$ cat src/hw/lpf_pkg.sv
/*
 * Constants, layouts and types of the LED fade / PWM block.
 * Assumes one system clock; register byte address is four times the index.
 */
package lpf_pkg;
    localparam int N_PINS = 8;
    localparam int LED_REGS = 5;
    localparam int ADDR_W = 10;
    localparam int CLK_HZ = 125_000_000;
    localparam int INT_OSC_HZ = 2_000_000;
    localparam int INT_OSC_DIV = CLK_HZ / INT_OSC_HZ;
    localparam logic [6:0] DIV_LAST = 7'(INT_OSC_DIV - 1);
    // register indexes
    localparam logic [7:0] IDX_POLARITY = 8'h06;
    localparam logic [7:0] IDX_DATA = 8'h08;
    localparam logic [7:0] IDX_MASK = 8'h09;
    localparam logic [7:0] IDX_SENSE_HI = 8'h0A;
    localparam logic [7:0] IDX_SENSE_LO = 8'h0B;
    localparam logic [7:0] IDX_IRQ_SRC = 8'h0C;
    localparam logic [7:0] IDX_CLOCK = 8'h0F;
    localparam logic [7:0] IDX_MISC = 8'h10;
    localparam logic [7:0] IDX_LED_EN = 8'h11;
    localparam logic [7:0] IDX_LED_BASE = 8'h40;
    // per-pin register fields
    localparam int F_ON_TIME = 0;
    localparam int F_ON_LEVEL = 1;
    localparam int F_OFF = 2;
    localparam int F_FADE_IN = 3;
    localparam int F_FADE_OUT = 4;
    // reset values and pin capabilities
    localparam logic [7:0] DATA_RST = 8'hFF;
    localparam logic [7:0] MASK_RST = 8'hFF;
    localparam logic [7:0] ON_LVL_RST = 8'hFF;
    localparam logic [7:0] BLINK_PINS = 8'hCC;
    localparam logic [7:0] FADE_PINS = 8'h88;
    // clock_settings and misc_settings fields
    localparam int CLK_SRC_HI = 6;
    localparam int CLK_SRC_LO = 5;
    localparam int CLK_PIN_OUT = 4;
    localparam logic [1:0] SRC_EXT = 2'h1;
    localparam logic [1:0] SRC_INT = 2'h2;
    localparam logic [3:0] OUT_LOW = 4'h0;
    localparam logic [3:0] OUT_HIGH = 4'hF;
    localparam int MISC_LOG = 7;
    localparam int MISC_TICK_HI = 6;
    localparam int MISC_TICK_LO = 4;
    localparam int MISC_SYNC_RST = 2;
    localparam logic [1:0] SENSE_RISE = 2'h1;
    localparam logic [1:0] RESP_OKAY = 2'h0;

    localparam logic [7:0] LOG_TABLE [128] = '{
        8'h00, 8'h00, 8'h00, 8'h00, 8'h01, 8'h01, 8'h01, 8'h01,
        8'h02, 8'h02, 8'h02, 8'h02, 8'h03, 8'h03, 8'h03, 8'h03,
        8'h04, 8'h04, 8'h05, 8'h05, 8'h06, 8'h06, 8'h07, 8'h07,
        8'h08, 8'h08, 8'h09, 8'h09, 8'h0A, 8'h0A, 8'h0B, 8'h0C,
        8'h0D, 8'h0D, 8'h0E, 8'h0E, 8'h10, 8'h11, 8'h12, 8'h13,
        8'h14, 8'h15, 8'h16, 8'h17, 8'h18, 8'h19, 8'h1A, 8'h1B,
        8'h1C, 8'h1E, 8'h1F, 8'h20, 8'h22, 8'h23, 8'h24, 8'h26,
        8'h27, 8'h29, 8'h2A, 8'h2C, 8'h2E, 8'h2E, 8'h31, 8'h31,
        8'h35, 8'h35, 8'h38, 8'h38, 8'h3C, 8'h3C, 8'h41, 8'h41,
        8'h45, 8'h45, 8'h49, 8'h49, 8'h4E, 8'h4E, 8'h53, 8'h53,
        8'h58, 8'h58, 8'h5D, 8'h5D, 8'h62, 8'h62, 8'h68, 8'h68,
        8'h6E, 8'h6E, 8'h74, 8'h74, 8'h7A, 8'h7A, 8'h81, 8'h81,
        8'h87, 8'h87, 8'h8E, 8'h8E, 8'h96, 8'h96, 8'h9D, 8'h9D,
        8'hA5, 8'hA5, 8'hAC, 8'hAC, 8'hB5, 8'hB5, 8'hBD, 8'hBD,
        8'hC6, 8'hC6, 8'hCF, 8'hCF, 8'hD8, 8'hD8, 8'hE1, 8'hE1,
        8'hEB, 8'hEB, 8'hF5, 8'hF5, 8'hFF, 8'hFF, 8'hFF, 8'hFF
    };

    typedef enum logic [1:0] {PH_ON, PH_OFF, PH_DONE} lpf_phase_t;
    typedef logic [LED_REGS-1:0][7:0] lpf_led_cfg_t;
    typedef struct packed {
        lpf_phase_t phase;
        logic [7:0] level;
        logic [12:0] tcnt;
        logic [4:0] fcnt;
    } lpf_led_st_t;
    typedef struct packed {
        logic hit;
        logic [2:0] pin;
        logic [2:0] fld;
    } lpf_sel_t;
    typedef struct packed {
        logic aw_ok;
        logic [7:0] aw_idx;
        logic w_ok;
        logic w_en;
        logic [7:0] wb;
        logic bvalid;
        logic rvalid;
        logic [7:0] rdata;
        logic [7:0] polarity;
        logic [7:0] data;
        logic [7:0] mask;
        logic [7:0] sense_hi;
        logic [7:0] sense_lo;
        logic [7:0] irq_src;
        logic [7:0] clock;
        logic [7:0] misc;
        logic [7:0] led_en;
        logic [N_PINS-1:0] [LED_REGS-1:0][7:0] cfg;
        lpf_led_st_t [N_PINS-1:0] led;
        logic [6:0] osc_div;
        logic ext_q1;
        logic ext_q2;
        logic ext_q3;
        logic [7:0] io_q;
        logic [14:0] divcnt;
        logic [7:0] pwm;
        logic [N_PINS-1:0] pin_out;
        logic dco;
    } lpf_state_t;

    function automatic lpf_state_t lpf_rst_state();
        lpf_state_t s;
        s = '0;
        s.data = DATA_RST;
        s.mask = MASK_RST;
        // pins idle high during reset, so no false edge follows it
        s.io_q = DATA_RST;
        s.pin_out = DATA_RST;
        for (int i = 0; i < N_PINS; i++) begin
            s.cfg[i][F_ON_LEVEL] = ON_LVL_RST;
        end
        return s;
    endfunction

    function automatic lpf_sel_t led_sel(input logic [7:0] idx);
        lpf_sel_t s;
        logic [7:0] o;
        o = idx - IDX_LED_BASE;
        s.hit = idx >= IDX_LED_BASE && o < 8'(N_PINS * LED_REGS);
        s.pin = 3'(o / 8'(LED_REGS));
        s.fld = 3'(o % 8'(LED_REGS));
        return s;
    endfunction
endpackage

$ cat src/hw/lpf_led_fade.sv
/*
 * LED PWM / blink / fade drivers with clock management and the
 * open-drain interrupt combine, behind an AXI4-Lite register slave.
 * Assumes all inputs but ext_clock_in synchronous to aclk; keypad engine lives outside.
 */
// The implementer's own choices: the placing of the registers and the AXI4-Lite register port.
// Operation
// - mask bit 0 enables edge; 01 is rising
// - interrupt low on edge event or keypad
// - all timing from main oscillator tick
// - source is off, internal or external
// - shared pin is clock input or output
// - clock output divides the main clock
// - clock output usable as plain output
// - one tick clock from misc bits 6:4
// - tick clock off after reset
// - driver runs only when enable bit set
// - on-time zero or no blink: static
// - on-time set, off-time zero: single shot
// - both times set: repeating blink
// - no fade support: level jumps
// - per-pin level, times and fade settings
// - misc selects linear or log per bank; here misc bit 7 alone sets it for every fade pin
// - log mode maps through fixed table
// - polarity never inverts the driven pin
// - reset input may clear counters only
// - data bit resets high, low starts driver
// - interrupt mask resets to all ones
`timescale 1ns/1ps
module lpf_led_fade
    import lpf_pkg::*;
#(
    parameter int TIME_UNIT = 256
) (
    input wire logic aclk,
    input wire logic aresetn,
    input wire logic [ADDR_W-1:0] awaddr,
    input wire logic awvalid,
    output logic awready,
    input wire logic [31:0] wdata,
    input wire logic [3:0] wstrb,
    input wire logic wvalid,
    output logic wready,
    output logic [1:0] bresp,
    output logic bvalid,
    input wire logic bready,
    input wire logic [ADDR_W-1:0] araddr,
    input wire logic arvalid,
    output logic arready,
    output logic [31:0] rdata,
    output logic [1:0] rresp,
    output logic rvalid,
    input wire logic rready,
    input wire logic [N_PINS-1:0] io_in,
    input wire logic keypad_irq,
    input wire logic reset_in_low,
    input wire logic ext_clock_in,
    output logic divided_clock_out,
    output logic shared_osc_pin_oe,
    output logic main_osc_tick,
    output logic [N_PINS-1:0] led_pin_out,
    output logic irq_out_low
);
    localparam lpf_state_t ST_RST = lpf_rst_state();

    lpf_state_t st_reg;
    lpf_state_t st_next;
    logic osc_tick;
    logic led_tick;
    logic tick_on;
    logic [7:0] inten [N_PINS];

    function automatic logic div_hit(input logic [14:0] cnt,
                                     input logic [2:0] n);
        logic [14:0] m;
        m = 15'((15'h0001 << (n - 3'h1)) - 15'h0001);
        return (cnt & m) == m;
    endfunction

    function automatic logic [12:0] span(input logic [4:0] v);
        return 13'(32'(v) * TIME_UNIT - 1);
    endfunction

    assign awready = !st_reg.aw_ok;
    assign wready = !st_reg.w_ok;
    assign bvalid = st_reg.bvalid;
    assign bresp = RESP_OKAY;
    assign arready = !st_reg.rvalid;
    assign rvalid = st_reg.rvalid;
    assign rdata = {24'h000000, st_reg.rdata};
    assign rresp = RESP_OKAY;
    assign divided_clock_out = st_reg.dco;
    assign shared_osc_pin_oe = st_reg.clock[CLK_PIN_OUT];
    assign main_osc_tick = osc_tick;
    assign led_pin_out = st_reg.pin_out;
    assign irq_out_low = !(|st_reg.irq_src || keypad_irq);

    always_comb begin
        logic wr;
        logic [7:0] clr;
        logic [7:0] ev;
        logic [15:0] sense;
        logic [7:0] rb;
        lpf_sel_t ws;
        lpf_sel_t rs;
        logic [2:0] tsel;
        logic [3:0] osel;
        logic run;
        logic up;
        logic [4:0] ton;
        logic [4:0] toff;
        logic [4:0] lim;
        logic [4:0] ft;
        logic [7:0] offl;
        logic [7:0] tgt;
        wr = 1'b0;
        clr = '0;
        ev = '0;
        sense = {st_reg.sense_hi, st_reg.sense_lo};
        rb = '0;
        ws = led_sel(st_reg.aw_idx);
        rs = led_sel(araddr[ADDR_W-1:2]);
        tsel = st_reg.misc[MISC_TICK_HI:MISC_TICK_LO];
        osel = st_reg.clock[3:0];
        run = 1'b0;
        up = 1'b0;
        ton = '0;
        toff = '0;
        lim = '0;
        ft = '0;
        offl = '0;
        tgt = '0;
        st_next = st_reg;

        // write channel: address and data taken in either order
        if (awvalid && !st_reg.aw_ok) begin
            st_next.aw_ok = 1'b1;
            st_next.aw_idx = awaddr[ADDR_W-1:2];
        end
        if (wvalid && !st_reg.w_ok) begin
            st_next.w_ok = 1'b1;
            st_next.w_en = wstrb[0];
            st_next.wb = wdata[7:0];
        end
        if (st_reg.aw_ok && st_reg.w_ok && !st_reg.bvalid) begin
            wr = st_reg.w_en;
            st_next.aw_ok = 1'b0;
            st_next.w_ok = 1'b0;
            st_next.bvalid = 1'b1;
        end
        if (st_reg.bvalid && bready) begin
            st_next.bvalid = 1'b0;
        end
        if (wr) begin
            case (st_reg.aw_idx)
                IDX_POLARITY: st_next.polarity = st_reg.wb;
                IDX_DATA: st_next.data = st_reg.wb;
                IDX_MASK: st_next.mask = st_reg.wb;
                IDX_SENSE_HI: st_next.sense_hi = st_reg.wb;
                IDX_SENSE_LO: st_next.sense_lo = st_reg.wb;
                IDX_IRQ_SRC: clr = st_reg.wb;
                IDX_CLOCK: st_next.clock = st_reg.wb;
                IDX_MISC: st_next.misc = st_reg.wb;
                IDX_LED_EN: st_next.led_en = st_reg.wb;
                default: begin
                    if (ws.hit) begin
                        st_next.cfg[ws.pin][ws.fld] = st_reg.wb;
                    end
                end
            endcase
        end

        // read channel, one cycle latency
        case (araddr[ADDR_W-1:2])
            IDX_POLARITY: rb = st_reg.polarity;
            IDX_DATA: rb = st_reg.data;
            IDX_MASK: rb = st_reg.mask;
            IDX_SENSE_HI: rb = st_reg.sense_hi;
            IDX_SENSE_LO: rb = st_reg.sense_lo;
            IDX_IRQ_SRC: rb = st_reg.irq_src;
            IDX_CLOCK: rb = st_reg.clock;
            IDX_MISC: rb = st_reg.misc;
            IDX_LED_EN: rb = st_reg.led_en;
            default: rb = rs.hit ? st_reg.cfg[rs.pin][rs.fld] : '0;
        endcase
        if (arvalid && !st_reg.rvalid) begin
            st_next.rvalid = 1'b1;
            st_next.rdata = rb;
        end
        if (st_reg.rvalid && rready) begin
            st_next.rvalid = 1'b0;
        end

        // edge events; a new event wins over a clear
        st_next.io_q = io_in;
        for (int i = 0; i < N_PINS; i++) begin
            ev[i] = !st_reg.mask[i]
                && ((sense[2*i] && io_in[i] && !st_reg.io_q[i])
                || (sense[2*i+1] && !io_in[i] && st_reg.io_q[i]));
        end
        st_next.irq_src = (st_reg.irq_src & ~clr) | ev;

        // main oscillator source
        st_next.osc_div = (st_reg.osc_div == DIV_LAST) ? '0
            : 7'(st_reg.osc_div + 7'h01);
        st_next.ext_q1 = ext_clock_in;
        st_next.ext_q2 = st_reg.ext_q1;
        st_next.ext_q3 = st_reg.ext_q2;
        case (st_reg.clock[CLK_SRC_HI:CLK_SRC_LO])
            SRC_INT: osc_tick = st_reg.osc_div == DIV_LAST;
            SRC_EXT: osc_tick = !st_reg.clock[CLK_PIN_OUT]
                && st_reg.ext_q2 && !st_reg.ext_q3;
            default: osc_tick = 1'b0;
        endcase
        if (osc_tick) begin
            st_next.divcnt = 15'(st_reg.divcnt + 15'h0001);
        end

        // clock output or plain level on the shared pin
        case (osel)
            OUT_LOW: st_next.dco = 1'b0;
            OUT_HIGH: st_next.dco = 1'b1;
            default: st_next.dco = st_reg.divcnt[osel - 4'h1];
        endcase

        // shared tick, off while its field is zero
        tick_on = tsel != '0;
        led_tick = osc_tick && tick_on && div_hit(st_reg.divcnt, tsel);
        if (led_tick) begin
            st_next.pwm = 8'(st_reg.pwm + 8'h01);
        end

        for (int i = 0; i < N_PINS; i++) begin
            run = tick_on && st_reg.led_en[i] && !st_reg.data[i];
            ton = BLINK_PINS[i] ? st_reg.cfg[i][F_ON_TIME][4:0] : '0;
            toff = BLINK_PINS[i] ? st_reg.cfg[i][F_OFF][7:3] : '0;
            offl = BLINK_PINS[i]
                ? {st_reg.cfg[i][F_OFF][2:0], 5'h00} : '0;
            tgt = !run ? '0 : (st_reg.led[i].phase == PH_ON)
                ? st_reg.cfg[i][F_ON_LEVEL] : offl;
            up = tgt > st_reg.led[i].level;
            ft = up ? st_reg.cfg[i][F_FADE_IN][4:0]
                : st_reg.cfg[i][F_FADE_OUT][4:0];
            lim = (st_reg.led[i].phase == PH_ON) ? ton : toff;
            if (led_tick) begin
                if (st_reg.led[i].level != tgt) begin
                    if (!FADE_PINS[i] || ft == '0) begin
                        st_next.led[i].level = tgt;
                    end else if (st_reg.led[i].fcnt >= 5'(ft - 5'h01)) begin
                        st_next.led[i].fcnt = '0;
                        st_next.led[i].level = up
                            ? 8'(st_reg.led[i].level + 8'h01)
                            : 8'(st_reg.led[i].level - 8'h01);
                    end else begin
                        st_next.led[i].fcnt = 5'(st_reg.led[i].fcnt + 5'h01);
                    end
                end else if (run && ton != '0
                        && st_reg.led[i].phase != PH_DONE) begin
                    if (lim == '0 || st_reg.led[i].tcnt >= span(lim)) begin
                        st_next.led[i].tcnt = '0;
                        if (st_reg.led[i].phase == PH_OFF) begin
                            st_next.led[i].phase = PH_ON;
                        end else if (toff == '0) begin
                            st_next.led[i].phase = PH_DONE;
                        end else begin
                            st_next.led[i].phase = PH_OFF;
                        end
                    end else begin
                        st_next.led[i].tcnt =
                            13'(st_reg.led[i].tcnt + 13'h0001);
                    end
                end
            end
            if (!run || ton == '0) begin
                st_next.led[i].phase = PH_ON;
                st_next.led[i].tcnt = '0;
            end
            inten[i] = (FADE_PINS[i] && st_reg.misc[MISC_LOG])
                ? LOG_TABLE[st_reg.led[i].level[7:1]]
                : st_reg.led[i].level;
            st_next.pin_out[i] = (tick_on && st_reg.led_en[i])
                ? !(st_reg.pwm < inten[i]) : st_reg.data[i];
        end

        // reset input: counters only, or the whole block
        if (!reset_in_low) begin
            if (st_reg.misc[MISC_SYNC_RST]) begin
                st_next.led = '0;
                st_next.pwm = '0;
                st_next.divcnt = '0;
                st_next.osc_div = '0;
            end else begin
                st_next = ST_RST;
            end
        end
    end

    always_ff @(posedge aclk) begin
        if (!aresetn) begin
            st_reg <= ST_RST;
        end else begin
            st_reg <= st_next;
        end
    end
endmodule

$ cat config.mk
export PLATFORM = sky130hd
export DESIGN_NAME = lpf_led_fade
export DESIGN_NICKNAME = d
export VERILOG_FILES = /design/src/hw/lpf_pkg.sv /design/src/hw/lpf_led_fade.sv
export SDC_FILE = /design/constraint.sdc
export NUM_CORES = 2
export LEC_CHECK = 0
export BUFFER_PORTS_ARGS = -buffer_cell sky130_fd_sc_hd__buf_2
export CAP_MARGIN = 30
export CORE_MARGIN = 2
export CORE_UTILIZATION = 39
export CTS_CLUSTER_SIZE = 12
export DETAILED_ROUTE_END_ITERATION = 10
export PLACE_DENSITY = 0.62
export REMOVE_ABC_BUFFERS = 1
export SLEW_MARGIN = 20
export SYNTH_ARGS = -nofsm -noshare
export SYNTH_HDL_FRONTEND = slang
export SYNTH_SLANG_ARGS = --single-unit
$ cat constraint.sdc
create_clock -name aclk -period 8.2 [get_ports aclk]
set_input_delay 2.46 -clock aclk [delete_from_list [all_inputs] [get_ports aclk]]
set_output_delay 2.46 -clock aclk [all_outputs]
set_load 0.005 [all_outputs]
# Word level (Yosys, flattened, before mapping)
# Memory sizes are Yosys's and may differ from the RTL's.
# Index checks and enable logic that the tools add are counted.
[op_classes]
n_addsub = 24
n_div = 4
n_lt_le_gt_ge = 29
n_eq_ne = 39
shift = 1
muxes = 149
bitwise_logic = 14
reduce_logical = 203
[op_table]
columns = ["op", "count"]
rows = [
  ["$mux 695", 1],
  ["$mux 320", 2],
  ["$mux 8", 54],
  ["$mux 421", 1],
  ["$mux 344", 1],
  ["$bwmux 320", 1],
  ["$mux 13", 16],
  ["$bmux 40 s3", 1],
  ["$demux 40 s3", 1],
  ["$mux 40", 3],
  ["$mux 28", 4],
  ["$eq 8x4->1 const B", 12],
  ["$logic_and 1x1->1", 79],
  ["$pmux 8 s9", 1],
  ["$logic_not 5->1", 14],
  ["$lt 8x8->1", 8],
  ["$ne 8x8->1", 8],
  ["$mux 5", 12],
  ["$add 13x1->13 const B", 4],
  ["$ge 13x13->1", 4],
  ["$sub 13x1->13 const B", 4],
  ["$logic_not 1->1", 51],
  ["$mux 2", 24],
  ["$eq 8x5->1 const B", 4],
  ["other kinds (56)", 153],
]
[word_totals]
register_bits = 613
mem_bits_ro = 2048
out_inout_bits = 53
wordCells = 553
n_memories = 2
[mem_list]
columns = ["memory", "depth", "width", "rd", "rd_ports_with_merged_regs", "write_ports", "line_no", "rtl"]
rows = [
  ["(no name shown)", 128, 8, 1, 0, 0, "lpf_led_fade.sv:279", "? LOG_TABLE[st_reg.led[i].level[7:1]]"],
  ["(no name shown)", 128, 8, 1, 0, 0, "lpf_led_fade.sv:279", ""],
]

# Depth between registers and ports, before layout
[logic_depth]
ltp_word = 14
depth_mapped = 33
depth_no_buf = 26

# Worst setup path before layout
# OpenSTA, ideal clock, no wires.
[synth_timing]
path_kind = "input to register"
from = "input araddr[8]"
to = "register st_reg (netlist bit rdata[0])"
setup_ns = 0.129
arrival_ns = 8.655
t_required_ns = 8.071
setup_slack_ns = -0.584
stages = 28
n_path_buf = 4
cell_sequence = "buf_2 > inv_1 > ha_1 > buf_2 > buf_1 > nor2_1 > a221oi_2 > o2111ai_1 > nor3_2 > a21boi_0 > o311a_1 > ha_1 > or2_2 > a221oi_2 > o21ai_4 > nor2_2 > a21oi_1 > ha_1 > nand2b_1 > nor2b_1 > nor4_1 > o211ai_1 > and2_1 > buf_2 > a311oi_1 > a311oi_1 > a2111oi_0 > nor2_1"
[synth_between]
elab_chain_cells = 11
[synth_lines]
columns = ["item", "line_no", "rtl"]
rows = [
  ["from (decl)", "lpf_led_fade.sv:47", "input wire logic [ADDR_W-1:0] araddr,"],
  ["$sub 8x7->8", "lpf_pkg.sv:131", "o = idx - IDX_LED_BASE;"],
  ["$div 8x3->8", "lpf_pkg.sv:133", "s.pin = 3'(o / 8'(LED_REGS));"],
  ["$bmux 40 s3", "lpf_led_fade.sv:184", "default: rb = rs.hit ? st_reg.cfg[rs.pin][rs.fld] : '0;"],
  ["$mux 40 (implied by the code)", "lpf_led_fade.sv:184", ""],
  ["$bmux 8 s3", "lpf_led_fade.sv:184", ""],
  ["$mux 8 (implied by the code)", "lpf_led_fade.sv:184", ""],
  ["$mux 8", "lpf_led_fade.sv:184", ""],
  ["$pmux 8 s9 *", "lpf_led_fade.sv:174", "case (araddr[ADDR_W-1:2])"],
  ["$mux 9 *", "lpf_led_fade.sv:186", "if (arvalid && !st_reg.rvalid) begin"],
  ["$mux 421", "lpf_led_fade.sv:287", "if (st_reg.misc[MISC_SYNC_RST]) begin"],
  ["$mux 695 *", "lpf_led_fade.sv:286", "if (!reset_in_low) begin"],
  ["to (signal assigned)", "lpf_led_fade.sv:302", "st_reg <= st_next;"],
  ["to (decl)", "lpf_led_fade.sv:66", "lpf_state_t st_reg;"],
]
# Every way passes the cells marked *; elsewhere a longest branch is shown, timed or not. The select of a mux whose other input is x is not followed.
# A chain may end at the register's enable or synchronous reset.

# Final worst setup path
# Ends and elaborated chain as after synthesis.

==> summary by stage <==
Synthesis
Yosys attributes the largest share of cell area to sky130_fd_sc_hd__dfxtp_1 33%, sky130_fd_sc_hd__mux2i_1 9.9%, sky130_fd_sc_hd__ha_1 6.5%. The cell taking the most area after synthesis is sky130_fd_sc_hd__dfxtp_1. Summing the sequential cell areas from Yosys gives 33.14% of the chip area. Synthesis produced a netlist whose cell count is 4548. Counting distinct cell types in the post-synthesis netlist gives 113.

The top-area cell type share of the netlist area is 33.14%. Synthesis inferred 605 register bits. The netlist area before placement is 36550 sq um.

The number of flops mapped to enable cells by yosys is 0. The synthesis warning total is 0. Of all flip-flops after synthesis, the portion carrying an async set or reset was 0%. The most used flip-flop cell after synthesis is sky130_fd_sc_hd__dfxtp_1. The mean area per synthesized cell is 8.035 sq um.

CTS
The number of hold buffers added after CTS was 0. TritonCTS built the clock tree. The maximum root-to-sink buffer count is 3.

The CTS clock-pin slew for the worst setup and hold paths is 0.06 ns. The number of clock buffers added by TritonCTS is 72. The number of levels the H-tree was split into is 3. The tree is rooted in a sky130_fd_sc_hd__clkbuf_16. The clock reaches the later pin of the worst-skew pair after 0.64 ns. For this design, the sink count on the clock tree is 605.

Floorplanning
In this run the count of I/O pins placed on the die edge is 127. The initialized floorplan defines 112 standard-cell rows. For this configuration, the core starts out at a cell density of 39.27%. The die covers 96170 sq um.

The area of the core is 93050 sq um. The die is 310.1 um wide. The die is 310.1 um tall.

STA
For this run, the top clock speed supported by timing is 0.1271 GHz. The final max-slew violation count was 0. The count of endpoints failing hold in the final timing report came to 0. For the final database, setup skew stands at 0.03182 ns. The slew at the pin with the worst max-slew slack is 1.078 ns. The final worst-path cycle share is 95.96%. Setup violations remaining at the end of the flow were counted as 0. The final critical delay including setup and external delays is 7.869 ns. The worst slew margin relative to its limit is 27.84%. The smallest setup slack after layout is 0.3312 ns.

Critical path
The worst register-to-register path ends at st_reg[271]. STA classifies the critical path endpoint as a register. On the worst path, the slowest cell contributes a delay of 0.44 ns. By instance count, the cell type seen most on the critical path is sky130_fd_sc_hd__buf_4. The depth of the worst register-to-register path is 27. The startpoint identified for the worst register-to-register timing path is st_reg[607].

The reg2reg setup slack is 0.79 ns. The maximum fanout along the worst path is 12. The worst setup path is launched from a primary input. The required arrival time at the worst endpoint is 8.72 ns. The worst setup path is of the primary input to register kind. The cell with the biggest individual delay on the critical path is sky130_fd_sc_hd__o2111ai_1.

At the worst endpoint, the arrival time is 8.39 ns.

Power and ir drop
The worst-case IR drop observed on VDD is 0.1422 mV. The total leakage power is 16.76 nW. For this design the ratio of total power to cell area is 189.6 nW/um^2.

Route
The via-per-instance ratio is 5.707. The routed layout has 33770 vias. The number of search-and-repair iterations in the first detailed-routing pass is 6.

For this run, design rule violations remaining after detail routing come to 0. The wire length reported by the detailed router is 117800 um. The violation count after the first detailed-routing iteration is 3111.

In the final routed layout, each cell accounts on average for 19.91 um. The final antenna-violating net count is 0.

Global routing
The total global routing track utilization is 23.96%. The first global-routing pass estimated 181000 um of wire. The initial antenna violation count is 2. The number of global-route vias before repair was 30860.

Entering global routing, the biggest net connects 155 pins. The overflow left after global routing is 0.

Layout
The antenna diode instance count is 0. Compared with the post-synthesis result, the final layout area differs by 13.59%. The share of the core filled with cells in the final layout is 44.61%. The number of filler instances in the final layout is 9185.

The share of post-route cells with drive strength above 1 is 11.56%. The register with the most flip-flops in the layout has 537 of them. The net count of the finished layout is 4875.

Min path
The path with the worst hold slack has its endpoint at st_reg[41]. In this run the most critical hold path is launched from st_reg[42]. The class of the tightest hold or removal check is register to register.

The instance count along the most critical hold path is 1.

Flow run
Max-cap violations in this run came to 0.

Placement
Buffers placed on the I/O ports in this run total 67. The weighted congestion reported at the end of routability-driven placement is 0.9587. The HPWL after detailed placement is 82860 um. Timing analysis after detailed placement gives a worst setup slack of -0.8350 ns.

Run status
The flow ran to the end, and the final reports show no timing, DRC or antenna violations.
-- per-layer routing --
layer | track usage, % | part of all wire (%) | up-vias
met1 | 32.63 | 44 | 16170
met2 | 38.21 | 45 | 1139
met3 | 3.480 | 7.2 | 233
met4 | 9.280 | 3.7 | 0
li1 | - | - | 16220
met5 | 0 | 0 | -
-- cells in the final DEF (no fill, tap or decap), types with 16 or more instances in the layout --
master                      synthesis  final
sky130_fd_sc_hd__nand2_1          532    530
sky130_fd_sc_hd__and3_1            36     36
sky130_fd_sc_hd__dfxtp_1          605    597
sky130_fd_sc_hd__conb_1             1     28
sky130_fd_sc_hd__a211oi_1          50     47
sky130_fd_sc_hd__nor3_1            66     65
sky130_fd_sc_hd__a31oi_1           51     50
sky130_fd_sc_hd__o32ai_1           17     17
sky130_fd_sc_hd__clkbuf_16          0     73
sky130_fd_sc_hd__o22ai_1           24     24
sky130_fd_sc_hd__nand3b_1          25     25
sky130_fd_sc_hd__nand2b_1          57     57
sky130_fd_sc_hd__or3_1             16     16
sky130_fd_sc_hd__nor2_1           606    606
sky130_fd_sc_hd__buf_4             48    213
sky130_fd_sc_hd__o21a_1            31     30
sky130_fd_sc_hd__a311oi_1          25     25
sky130_fd_sc_hd__a21o_1            24     24
sky130_fd_sc_hd__mux2i_1          360    360
sky130_fd_sc_hd__nor2b_1           51     50
sky130_fd_sc_hd__nor4b_1           18     17
sky130_fd_sc_hd__o21ai_0          240    240
sky130_fd_sc_hd__and2_1            25     25
sky130_fd_sc_hd__mux4_2            21     21
sky130_fd_sc_hd__a221oi_1          25     25
sky130_fd_sc_hd__nand4_1           37     37
sky130_fd_sc_hd__buf_2             35     67
sky130_fd_sc_hd__xnor2_1           70     70
sky130_fd_sc_hd__ha_1             189    187
sky130_fd_sc_hd__nand3_1          222    222
sky130_fd_sc_hd__inv_1            110    110
sky130_fd_sc_hd__a21oi_1          302    301
sky130_fd_sc_hd__xor2_1            72     72
sky130_fd_sc_hd__o211ai_1          29     29
-- stage by stage --
stage                     hold slack [ns]  cells  cell area (sq um)  power, W  TNS (ns)
after floorplan                    0.4057   4241              35120  0.003826  -1057.39
after global placement             0.4144   5779              38870  0.004503    -4.859
after detailed placement           0.4170   5783              38890  0.004506    -4.941
after CTS                          0.4395   5909              41350  0.007856         0
after global routing               0.4673   5916              41510  0.008119  -0.01321
final                              0.4430   5916              41510  0.007870         0
-- what timing repair did --
item                                    4_1_cts  5_1_grt
pin swaps                                     0        7
gates resized for setup                       3       19
endpoints found under the setup margin        4        8
hold endpoints to repair                      0        0
cloned                                        0        1
buffers inserted                              0        1
-- how the worst max path moves through the flow --
| stage | start | cells after the start | endpoint |
|---|---|---|---|
| after floorplan | araddr[8] | 17 | rdata[3] |
| after global placement | araddr[8] | 31 | rdata[4] |
| after detailed placement | araddr[8] | 31 | rdata[4] |
| after CTS | araddr[8] | 32 | rdata[1] |
| after global routing | araddr[8] | 33 | rdata[2] |
| final | araddr[8] | 31 | rdata[0] |
-- critical path: cells and delay by family --
family,cells,cell delay [ns]
compound gates,12,2.95
fa+ha+maj,3,0.58
buf+inv,8,1.16
simple gates,8,1.21
-- cell type report --
class                      count  area (sq um)  share of cell area, %
inverter                     116         435.4                  1.049
tap                         1254          1569                  3.780
timing repair buffer         294          2188                  5.272
sequential                   605         12120                  29.20
multi-input combinational   3521         22750                  54.81
clock inverter                27         369.1                 0.8891
clock buffer                  99          2074                  4.997
-- cells in the mapped netlist (12+ instances only) --
cell and number:
sky130_fd_sc_hd__a211oi_1 50, sky130_fd_sc_hd__a21o_1 24, sky130_fd_sc_hd__a21oi_1 302, sky130_fd_sc_hd__a221oi_1 25, sky130_fd_sc_hd__a311oi_1 25, sky130_fd_sc_hd__a31oi_1 51
sky130_fd_sc_hd__and2_1 25, sky130_fd_sc_hd__and3_1 36, sky130_fd_sc_hd__buf_1 29, sky130_fd_sc_hd__buf_2 35, sky130_fd_sc_hd__buf_4 48, sky130_fd_sc_hd__clkbuf_1 215
sky130_fd_sc_hd__dfxtp_1 605, sky130_fd_sc_hd__ha_1 189, sky130_fd_sc_hd__inv_1 110, sky130_fd_sc_hd__mux2_2 15, sky130_fd_sc_hd__mux2i_1 360, sky130_fd_sc_hd__mux4_2 21
sky130_fd_sc_hd__nand2_1 532, sky130_fd_sc_hd__nand2b_1 57, sky130_fd_sc_hd__nand3_1 222, sky130_fd_sc_hd__nand3b_1 25, sky130_fd_sc_hd__nand4_1 37, sky130_fd_sc_hd__nor2_1 606
sky130_fd_sc_hd__nor2b_1 51, sky130_fd_sc_hd__nor3_1 66, sky130_fd_sc_hd__nor4_1 17, sky130_fd_sc_hd__nor4b_1 18, sky130_fd_sc_hd__o211ai_1 29, sky130_fd_sc_hd__o21a_1 31
sky130_fd_sc_hd__o21ai_0 240, sky130_fd_sc_hd__o22ai_1 24, sky130_fd_sc_hd__o32ai_1 17, sky130_fd_sc_hd__or3_1 16, sky130_fd_sc_hd__or4_1 12, sky130_fd_sc_hd__xnor2_1 70
sky130_fd_sc_hd__xor2_1 72
-- logic make-up after synthesis --
logic type                 after synthesis  share of synthesized area (%)
adders and majority gates              194                          6.663
other                                    1                        0.01026
muxes                                  396                          11.62
and+or+nand+nor                       1788                          22.68
xor gates and xnor gates               144                          3.509
AOI/OAI and AO/OA                      970                          17.01
DFF                                    605                          33.14
buffers and inverters                  450                          5.379
-- report_power, final --
| part | internal, W | total, W | switching, W |
|---|---|---|---|
| sequential | 0.00295 | 0.00296 | 0.0000100 |
| combinational | 0.000557 | 0.00156 | 0.00100 |
| clock | 0.00200 | 0.00336 | 0.00136 |
| total | 0.00550 | 0.00787 | 0.00237 |
Note: power is estimated with default switching activity, not from simulation.
